$ cat src/hw/otc_pkg.sv
package otc_pkg;

   // register word offsets on the host port
   localparam logic [7:0]  ADDR_HF_ADJ   = 8'h09;
   localparam logic [7:0]  ADDR_HF_CAL   = 8'h0A;
   localparam logic [7:0]  ADDR_LF_ADJ   = 8'h0B;
   localparam logic [7:0]  ADDR_SLOW_ARM = 8'h0C;
   localparam logic [7:0]  ADDR_STAMP_L  = 8'h11;
   localparam logic [7:0]  ADDR_STAMP_H  = 8'h12;
   localparam logic [7:0]  ADDR_DELTA    = 8'h13;

   // field widths and bit positions
   localparam int          ADDR_W        = 8;
   localparam int          DATA_W        = 16;
   localparam int          HF_CODE_W     = 8;
   localparam int          LF_CODE_W     = 10;
   localparam int          TRIM_W        = 6;
   localparam int          TALLY_W       = 15;
   localparam int          CAL_GO_BIT    = 15;
   localparam int          ARM_BIT       = 15;

   // reset values
   localparam logic [7:0]  RST_HF_CODE   = 8'h90;
   localparam logic [9:0]  RST_LF_CODE   = 10'h2B2;
   localparam logic [5:0]  RST_SLOW_TRIM = 6'h12;

   // calibration windows in low frequency cycles
   localparam logic [7:0]  WIN_FAST      = 8'h80;
   localparam logic [7:0]  WIN_SLOW      = 8'h20;

   // one host register access
   typedef struct packed {
      logic [7:0]  addr;
      logic        wr;
      logic        rd;
      logic [15:0] wdata;
   } otc_req_t;

   // one coherent timestamp snapshot
   typedef struct packed {
      logic [31:0] count;
      logic [15:0] slot;
   } otc_stamp_t;

endpackage : otc_pkg

$ cat src/hw/otc_cal_counter.sv
`timescale 1ns/1ps
module otc_cal_counter #(
   parameter logic [7:0] WIN_FAST = otc_pkg::WIN_FAST,
   parameter logic [7:0] WIN_SLOW = otc_pkg::WIN_SLOW
) (
   input  wire logic                         clock,
   input  wire logic                         rst_n,
   input  wire logic                         start,
   input  wire logic                         lf_is_slow,
   input  wire logic                         hf_tick,
   input  wire logic                         lf_tick,
   output logic                              done,
   output logic [otc_pkg::TALLY_W-1:0]       tally
);

   typedef enum logic [2:0] {
      CAL_IDLE  = 3'b001,
      CAL_ALIGN = 3'b010,
      CAL_COUNT = 3'b100
   } otc_cal_state_t;

   otc_cal_state_t               state;
   logic [7:0]                   win;
   logic [7:0]                   lf_cnt;
   logic [otc_pkg::TALLY_W-1:0]  hf_cnt;
   logic                         last_lf;

   // saturating increment, so a runaway oscillator pins the tally high
   function automatic logic [otc_pkg::TALLY_W-1:0] sat_inc(
      input logic [otc_pkg::TALLY_W-1:0] v);
      sat_inc = (&v) ? v : v + 15'h0001;
   endfunction : sat_inc

   assign last_lf = (state == CAL_COUNT) && lf_tick && (lf_cnt == win - 8'h01);
   assign done    = last_lf;

   // sequencer: align to an lf edge, then count a fixed lf window
   always_ff @(posedge clock or negedge rst_n) begin
      if (!rst_n) begin
         state <= CAL_IDLE;
         win   <= 8'h00;
      end else begin
         case (state)
            CAL_IDLE: begin
               if (start) begin
                  state <= CAL_ALIGN;
                  win   <= lf_is_slow ? WIN_SLOW : WIN_FAST;
               end
            end
            CAL_ALIGN: begin
               if (lf_tick) begin
                  state <= CAL_COUNT;
               end
            end
            CAL_COUNT: begin
               if (last_lf) begin
                  state <= CAL_IDLE;
               end
            end
            default: state <= CAL_IDLE;
         endcase
      end
   end

   // window and hf counters
   always_ff @(posedge clock or negedge rst_n) begin
      if (!rst_n) begin
         lf_cnt <= 8'h00;
         hf_cnt <= 15'h0000;
      end else if (state != CAL_COUNT) begin
         lf_cnt <= 8'h00;
         hf_cnt <= 15'h0000;
      end else begin
         if (lf_tick) begin
            lf_cnt <= lf_cnt + 8'h01;
         end
         if (hf_tick) begin
            hf_cnt <= sat_inc(hf_cnt);
         end
      end
   end

   // result holds until the next window closes
   always_ff @(posedge clock or negedge rst_n) begin
      if (!rst_n) begin
         tally <= 15'h0000;
      end else if (last_lf) begin
         tally <= hf_tick ? sat_inc(hf_cnt) : hf_cnt;
      end
   end
endmodule : otc_cal_counter

$ cat src/hw/otc_stamp.sv
`timescale 1ns/1ps
module otc_stamp (
   input  wire logic                clock,
   input  wire logic                rst_n,
   input  wire logic                arm,
   input  wire logic                stamp_in,
   input  wire otc_pkg::otc_stamp_t sample,
   output logic                     capture,
   output otc_pkg::otc_stamp_t      snap
);

   logic stamp_prev;

   // previous level resets high so a pin already high is not a rise
   always_ff @(posedge clock or negedge rst_n) begin
      if (!rst_n) begin
         stamp_prev <= 1'b1;
      end else begin
         stamp_prev <= stamp_in;
      end
   end

   assign capture = arm && stamp_in && !stamp_prev;

   // count and slot delta taken in the same edge
   always_ff @(posedge clock or negedge rst_n) begin
      if (!rst_n) begin
         snap <= '0;
      end else if (capture) begin
         snap <= sample;
      end
   end
endmodule : otc_stamp

$ cat src/hw/otc_top.sv
`timescale 1ns/1ps
// Behaviour
// - eight-bit hf trim code, 0x00 slowest to 0xFF fastest, resets to 0x90.
// - writing one to cal bit 15 starts an hf calibration.
// - with the 1 MHz lf setting, count hf cycles over 128 lf cycles.
// - with the 32 kHz lf setting, count hf cycles over 32 lf cycles.
// - total hf count loads into 15-bit tally and holds until next run.
// - calibration hardware clears the start bit when the run completes.
// - ten-bit lf trim code, 0x000 slowest to 0x3FF fastest, resets to 0x2B2.
// - while armed, the next rising edge of the stamp input captures.
// - capture clears the arm bit unless a host write lands in the same cycle, so one edge per arming.
// - six-bit slow trim, 0 fastest, 0x12 default, 0x3F slowest.
// - capture latches the 32-bit counter as low and high 16-bit halves.
// - capture also records the count remaining to the next slot start.
module otc_top (
   input  wire logic                          clock,
   input  wire logic                          rst_b,
   input  wire otc_pkg::otc_req_t             reg_req,
   output logic [otc_pkg::DATA_W-1:0]         rd_data,
   output logic                               rd_valid,
   input  wire logic                          lf_is_slow,
   input  wire logic                          hf_tick,
   input  wire logic                          lf_tick,
   input  wire logic                          general_pin_zero,
   input  wire logic                          alt_stamp_pin,
   input  wire logic                          stamp_pin_sel,
   input  wire logic [31:0]                   stamp_counter,
   input  wire logic [15:0]                   slot_remaining_in,
   output logic [otc_pkg::HF_CODE_W-1:0]      hf_freq_code,
   output logic [otc_pkg::LF_CODE_W-1:0]      lf_freq_code,
   output logic [otc_pkg::TRIM_W-1:0]         slow_osc_trim,
   output logic                               hf_cal_busy
);

   logic                          rst_meta;
   logic                          rst_n;
   logic                          hf_cal_go;
   logic                          capture_arm;
   logic                          cal_start;
   logic                          cal_done;
   logic                          stamp_capture;
   logic                          stamp_in;
   logic [otc_pkg::TALLY_W-1:0]   hf_cal_tally;
   otc_pkg::otc_stamp_t           stamp_sample;
   otc_pkg::otc_stamp_t           stamp_snap;
   logic [otc_pkg::DATA_W-1:0]    next_rd_data;

   // reset enters asynchronously, released through two flops
   always_ff @(posedge clock or negedge rst_b) begin
      if (!rst_b) begin
         rst_meta <= 1'b0;
         rst_n    <= 1'b0;
      end else begin
         rst_meta <= 1'b1;
         rst_n    <= rst_meta;
      end
   end

   // write decode helper
   function automatic logic wr_hit(
      input otc_pkg::otc_req_t r,
      input logic [7:0]        a);
      wr_hit = r.wr && (r.addr == a);
   endfunction : wr_hit

   // a second start while busy is dropped, not queued
   assign cal_start = wr_hit(reg_req, otc_pkg::ADDR_HF_CAL)
                      && reg_req.wdata[otc_pkg::CAL_GO_BIT]
                      && !hf_cal_go;
   assign hf_cal_busy = hf_cal_go;

   // hf trim code, straight to the oscillator core
   always_ff @(posedge clock or negedge rst_n) begin
      if (!rst_n) begin
         hf_freq_code <= otc_pkg::RST_HF_CODE;
      end else if (wr_hit(reg_req, otc_pkg::ADDR_HF_ADJ)) begin
         hf_freq_code <= reg_req.wdata[otc_pkg::HF_CODE_W-1:0];
      end
   end

   // lf trim code, straight to the oscillator core
   always_ff @(posedge clock or negedge rst_n) begin
      if (!rst_n) begin
         lf_freq_code <= otc_pkg::RST_LF_CODE;
      end else if (wr_hit(reg_req, otc_pkg::ADDR_LF_ADJ)) begin
         lf_freq_code <= reg_req.wdata[otc_pkg::LF_CODE_W-1:0];
      end
   end

   // slow trim: inverted sense, larger code runs slower
   always_ff @(posedge clock or negedge rst_n) begin
      if (!rst_n) begin
         slow_osc_trim <= otc_pkg::RST_SLOW_TRIM;
      end else if (wr_hit(reg_req, otc_pkg::ADDR_SLOW_ARM)) begin
         slow_osc_trim <= reg_req.wdata[otc_pkg::TRIM_W-1:0];
      end
   end

   // start bit doubles as the busy flag software polls
   always_ff @(posedge clock or negedge rst_n) begin
      if (!rst_n) begin
         hf_cal_go <= 1'b0;
      end else if (cal_done) begin
         hf_cal_go <= 1'b0;
      end else if (cal_start) begin
         hf_cal_go <= 1'b1;
      end
   end

   // arm bit: a host write in the capture cycle wins and loads bit 15
   always_ff @(posedge clock or negedge rst_n) begin
      if (!rst_n) begin
         capture_arm <= 1'b0;
      end else if (wr_hit(reg_req, otc_pkg::ADDR_SLOW_ARM)) begin
         capture_arm <= reg_req.wdata[otc_pkg::ARM_BIT];
      end else if (stamp_capture) begin
         capture_arm <= 1'b0;
      end
   end

   otc_cal_counter u_cal (
      .clock      (clock),
      .rst_n      (rst_n),
      .start      (cal_start),
      .lf_is_slow (lf_is_slow),
      .hf_tick    (hf_tick),
      .lf_tick    (lf_tick),
      .done       (cal_done),
      .tally      (hf_cal_tally)
   );

   // stamp source select, general pin zero by default
   assign stamp_in           = stamp_pin_sel ? alt_stamp_pin : general_pin_zero;
   assign stamp_sample.count = stamp_counter;
   assign stamp_sample.slot  = slot_remaining_in;

   otc_stamp u_stamp (
      .clock    (clock),
      .rst_n    (rst_n),
      .arm      (capture_arm),
      .stamp_in (stamp_in),
      .sample   (stamp_sample),
      .capture  (stamp_capture),
      .snap     (stamp_snap)
   );

   // read mux; unmapped addresses read as zero
   always_comb begin
      next_rd_data = 16'h0000;
      case (reg_req.addr)
         otc_pkg::ADDR_HF_ADJ:   next_rd_data = {8'h00, hf_freq_code};
         otc_pkg::ADDR_HF_CAL:   next_rd_data = {hf_cal_go, hf_cal_tally};
         otc_pkg::ADDR_LF_ADJ:   next_rd_data = {6'h00, lf_freq_code};
         otc_pkg::ADDR_SLOW_ARM: next_rd_data = {capture_arm, 9'h000, slow_osc_trim};
         otc_pkg::ADDR_STAMP_L:  next_rd_data = stamp_snap.count[15:0];
         otc_pkg::ADDR_STAMP_H:  next_rd_data = stamp_snap.count[31:16];
         otc_pkg::ADDR_DELTA:    next_rd_data = stamp_snap.slot;
         default:                next_rd_data = 16'h0000;
      endcase
   end

   // read answer one cycle after the strobe, held until next read
   always_ff @(posedge clock or negedge rst_n) begin
      if (!rst_n) begin
         rd_data  <= 16'h0000;
         rd_valid <= 1'b0;
      end else begin
         rd_valid <= reg_req.rd;
         if (reg_req.rd) begin
            rd_data <= next_rd_data;
         end
      end
   end
endmodule : otc_top

$ cat config.mk
export PLATFORM = sky130hd
export DESIGN_NAME = otc_top
export DESIGN_NICKNAME = d
export VERILOG_FILES = /design/src/hw/otc_pkg.sv /design/src/hw/otc_cal_counter.sv /design/src/hw/otc_stamp.sv /design/src/hw/otc_top.sv
export SDC_FILE = /design/constraint.sdc
export NUM_CORES = 1
export LEC_CHECK = 0
export ABC_AREA = 1
export BUFFER_PORTS_ARGS = -buffer_cell sky130_fd_sc_hd__buf_2
export CAP_MARGIN = 5
export CORE_ASPECT_RATIO = 1.75
export CORE_UTILIZATION = 50
export DETAILED_ROUTE_END_ITERATION = 12
export HOLD_SLACK_MARGIN = 0.1
export PLACE_DENSITY = 0.79
export SLEW_MARGIN = 20
export SYNTH_ARGS = -nofsm -noshare
export SYNTH_HDL_FRONTEND = slang
export SYNTH_HIERARCHICAL = 1
export SYNTH_SLANG_ARGS = --single-unit
$ cat constraint.sdc
create_clock -name clock -period 3.72 [get_ports clock]
set_input_delay 0 -clock clock [delete_from_list [all_inputs] [get_ports clock]]
set_output_delay 0 -clock clock [all_outputs]
set_load 0.1 [all_outputs]
==> out/metrics.yaml <==
finish:
  fin_util_pct: 65.87
  final_layout_size_suffix_gt1_share_pct: 17.91
  n_antenna_cell: 0
  area_growth_pct: 27.88
  finalNonFillerCells: 1246
  num-nets-final: 1143
global_routing:
  track_usage_pct: 28.24
  grt_pass1_wl_um: 31250
  grt_max_degree: 80
  grt_pass1_vias: 6550
  grt-ovfl-total: 0
  antenna_found_initial: 0
clocking:
  root_buffer: "clkbuf_16"
  cts_tree: "built"
  clkSlewWorstSetupHoldPaths_ns: 0.06
  clockBufferDepth: 2
  clk_latency_ns: 0.42
  clock-sinks: 137
  post_cts_buffers: 0
  cts_resized: 0
  cts.hold.buffers_added: 67
  h-tree-depth: 4
  cts_made_buffers: 17
logic_synthesis:
  syn_nets: 977
  syn_area_per_cell_um2: 7.800
  synth_seq_cells: 137
  synth_most_common_cell: "nand2_1"
  ys.flop_type: "dfrtp_1"
  seq_area_frac_synth_pct: 49.42
  ys_async_sr_fraction_pct: 100.0
  ys_types: 40
  mappedNetlistArea_mm2: 0.006965
  ys_top_cells_by_area: "dfrtp_1 (45%), nand2_1 (18%), nand3_1 (7.2%)"
  yosysTopAreaCellShare_pct: 45.27
  synth_largest_area_cell: "dfrtp_1"
  synth_edf_count: 0
  syn_inst: 893
  synthTopCellsByCount: "nand2_1 (328), dfrtp_1 (126), nand3_1 (100)"
  yosys_warnings: 6
die:
  fp.dieW_um: 91.22
  die-area_mm2: 0.01443
  start_util_pct: 51.51
  core-area_mm2: 0.01352
  num_rows: 56
  die_h_um: 158.1
  num_io_pins: 124
sta:
  relSlewSlack_pct: 34.55
  hold_viol: 0
  fin_crit_ns: 1.853
  min_period_over_period_pct: 49.82
  tns_ns: 0
  fmax_ghz: 0.5396
  hold_slack_ns: 0.1527
  worst_pin_slew_ns: 0.9817
  rsz0062_at_grt: "no"
  drv_slew: 0
  fin_worst_skew_ns: 0.01187
  setup_viol: 0
setup_path:
  crit_type: "reg -> reg"
  cp_max_fo: 49
  slowest_delay_ns: 0.51
  worstSetupStartpoint: "u_stamp/stamp_prev"
  path_cells: "inv_1 > buf_4 > nand3_1 > buf_4 > inv_1 > nand3b_1 > o21ai_0"
  reg2reg_from: "u_stamp/stamp_prev"
  crit_path_top_delay_cell: "dfstp_2"
  arrival_ns: 2.18
  critPathBufInv: 4
  cp-start-kind: "register"
  required_ns: 4.04
  critPathCaptureType: "register"
  crit_family: "buffers and inverters"
drt:
  drt-total-wl_um: 19680
  vias: 6782
  wl_per_cell_um: 15.79
  drc: 0
  drt_pass1_iterations: 8
  dr.first_iter.drc_count: 650
  ant_nets: 0
  routed_via_density: 5.443
min_path:
  hp-class: "in -> reg"
  hp-start: "reg_req[21]"
power_and_ir_drop:
  peakVddDrop_mv: 0.3047
  power_density_mw_per_mm2: 452.9
  power_mw: 4.034
  p_leak_nw: 4.729
placed_design:
  hpwl_um: 12790
  placed_cells_incl_taps: 1146
  portBuffers: 118
  globalplace.congestion: 0.8550
run:
  maxCapViolations: 0
run_status:
  outcome: "complete, no violations"
## sequential cells by signal, summed over array words and instances, names as in the netlist
signal / count
capture_arm: 1
hf_cal_busy: 1
hf_freq_code: 8
lf_freq_code: 10
rd_data: 16
rd_valid: 1
rst_meta: 1
rst_n: 1
slow_osc_trim: 6
u_cal/hf_cnt: 15
u_cal/lf_cnt: 8
u_cal/state: 3
u_cal/tally: 15
u_cal/win: 2
u_stamp/snap: 48
u_stamp/stamp_prev: 1
## worst min-delay path, stage by stage
cell and delay (ns):
buf_2 0.12, nand2_2 0.11, nor2_4 0.08, nand3_4 0.17
o21ai_1 0.08
## per-stage QoR
stage | instance area [µm²] | setup WS (ns)
after global placement | 7560 | 1.878
final | 8907 | 1.867
after global routing | 8907 | 1.701
after CTS | 8880 | 1.916
after floorplan | 6967 | 1.453
after detailed placement | 7560 | 1.852
## routing by layer
metal	GRT usage, %	part of all wire [%]	vias up
met1	32.19	38	3155
met3	4.707	5.0	81
li1	-	-	3230
met2	49.06	51	316
met5	0	0	-
met4	18.07	6.0	0
## cells by family (layout without fill, tap and decap cells)
kind of cell / count (synthesis) / after routing / synth area share [%]
AND/OR/NAND/NOR: 573 / 573 / 36.93
flip-flops: 137 / 137 / 49.42
buffers and inverters: 116 / 295 / 7.886
AO/OA/AOI/OAI: 58 / 58 / 4.563
XOR/XNOR: 5 / 5 / 0.6288
adder cells (fa/ha/maj): 2 / 2 / 0.3592
other: 1 / 1 / 0.05384
multiplexers: 1 / 1 / 0.1617
## where the power goes
group	switching [mW]	internal, mW
logic	0.341	0.154
registers	0.0846	1.62
clock network	0.640	1.19
total	1.07	2.97
## cells in the final DEF, fill, tap and decap left out, drive strengths merged, types with 3 or more instances in the layout
cell / synthesis / routed
a21oi: 16 / 16
and2: 3 / 3
buf: 32 / 125
bufinv: 0 / 4
clkbuf: 13 / 22
clkinv: 0 / 3
clkinvlp: 0 / 3
dfrtp: 126 / 126
dfstp: 11 / 11
dlygate4sd3: 0 / 67
inv: 71 / 71
nand2: 333 / 333
nand3: 102 / 102
nand3b: 3 / 3
nand4: 62 / 62
nor2: 65 / 65
nor3: 4 / 4
o21a: 6 / 6
o21ai: 33 / 33
xor2: 3 / 3
## area by class of cell
cell class	count	area (µm²)
inverters	71	274.0
multi-input cells	640	2974
well taps	174	217.7
clock buffers	22	484.2
flip-flops and latches	137	3446
clock inverters	10	165.2
fillers	1089	4616
repair buffers	192	1346
## path summary, 6_finish.rpt
path,end,slack (ns),depth (start not counted)
min in group asynchronous,u_cal/lf_cnt[6],0.23,0
max reg2reg,capture_arm,1.87,7
min reg2reg,u_cal/lf_cnt[6],0.23,0
max in group asynchronous,lf_freq_code[9],2.83,1
min,hf_freq_code[4],0.15,5
max,capture_arm,1.87,7
Note: power is estimated with default switching activity, not from simulation.
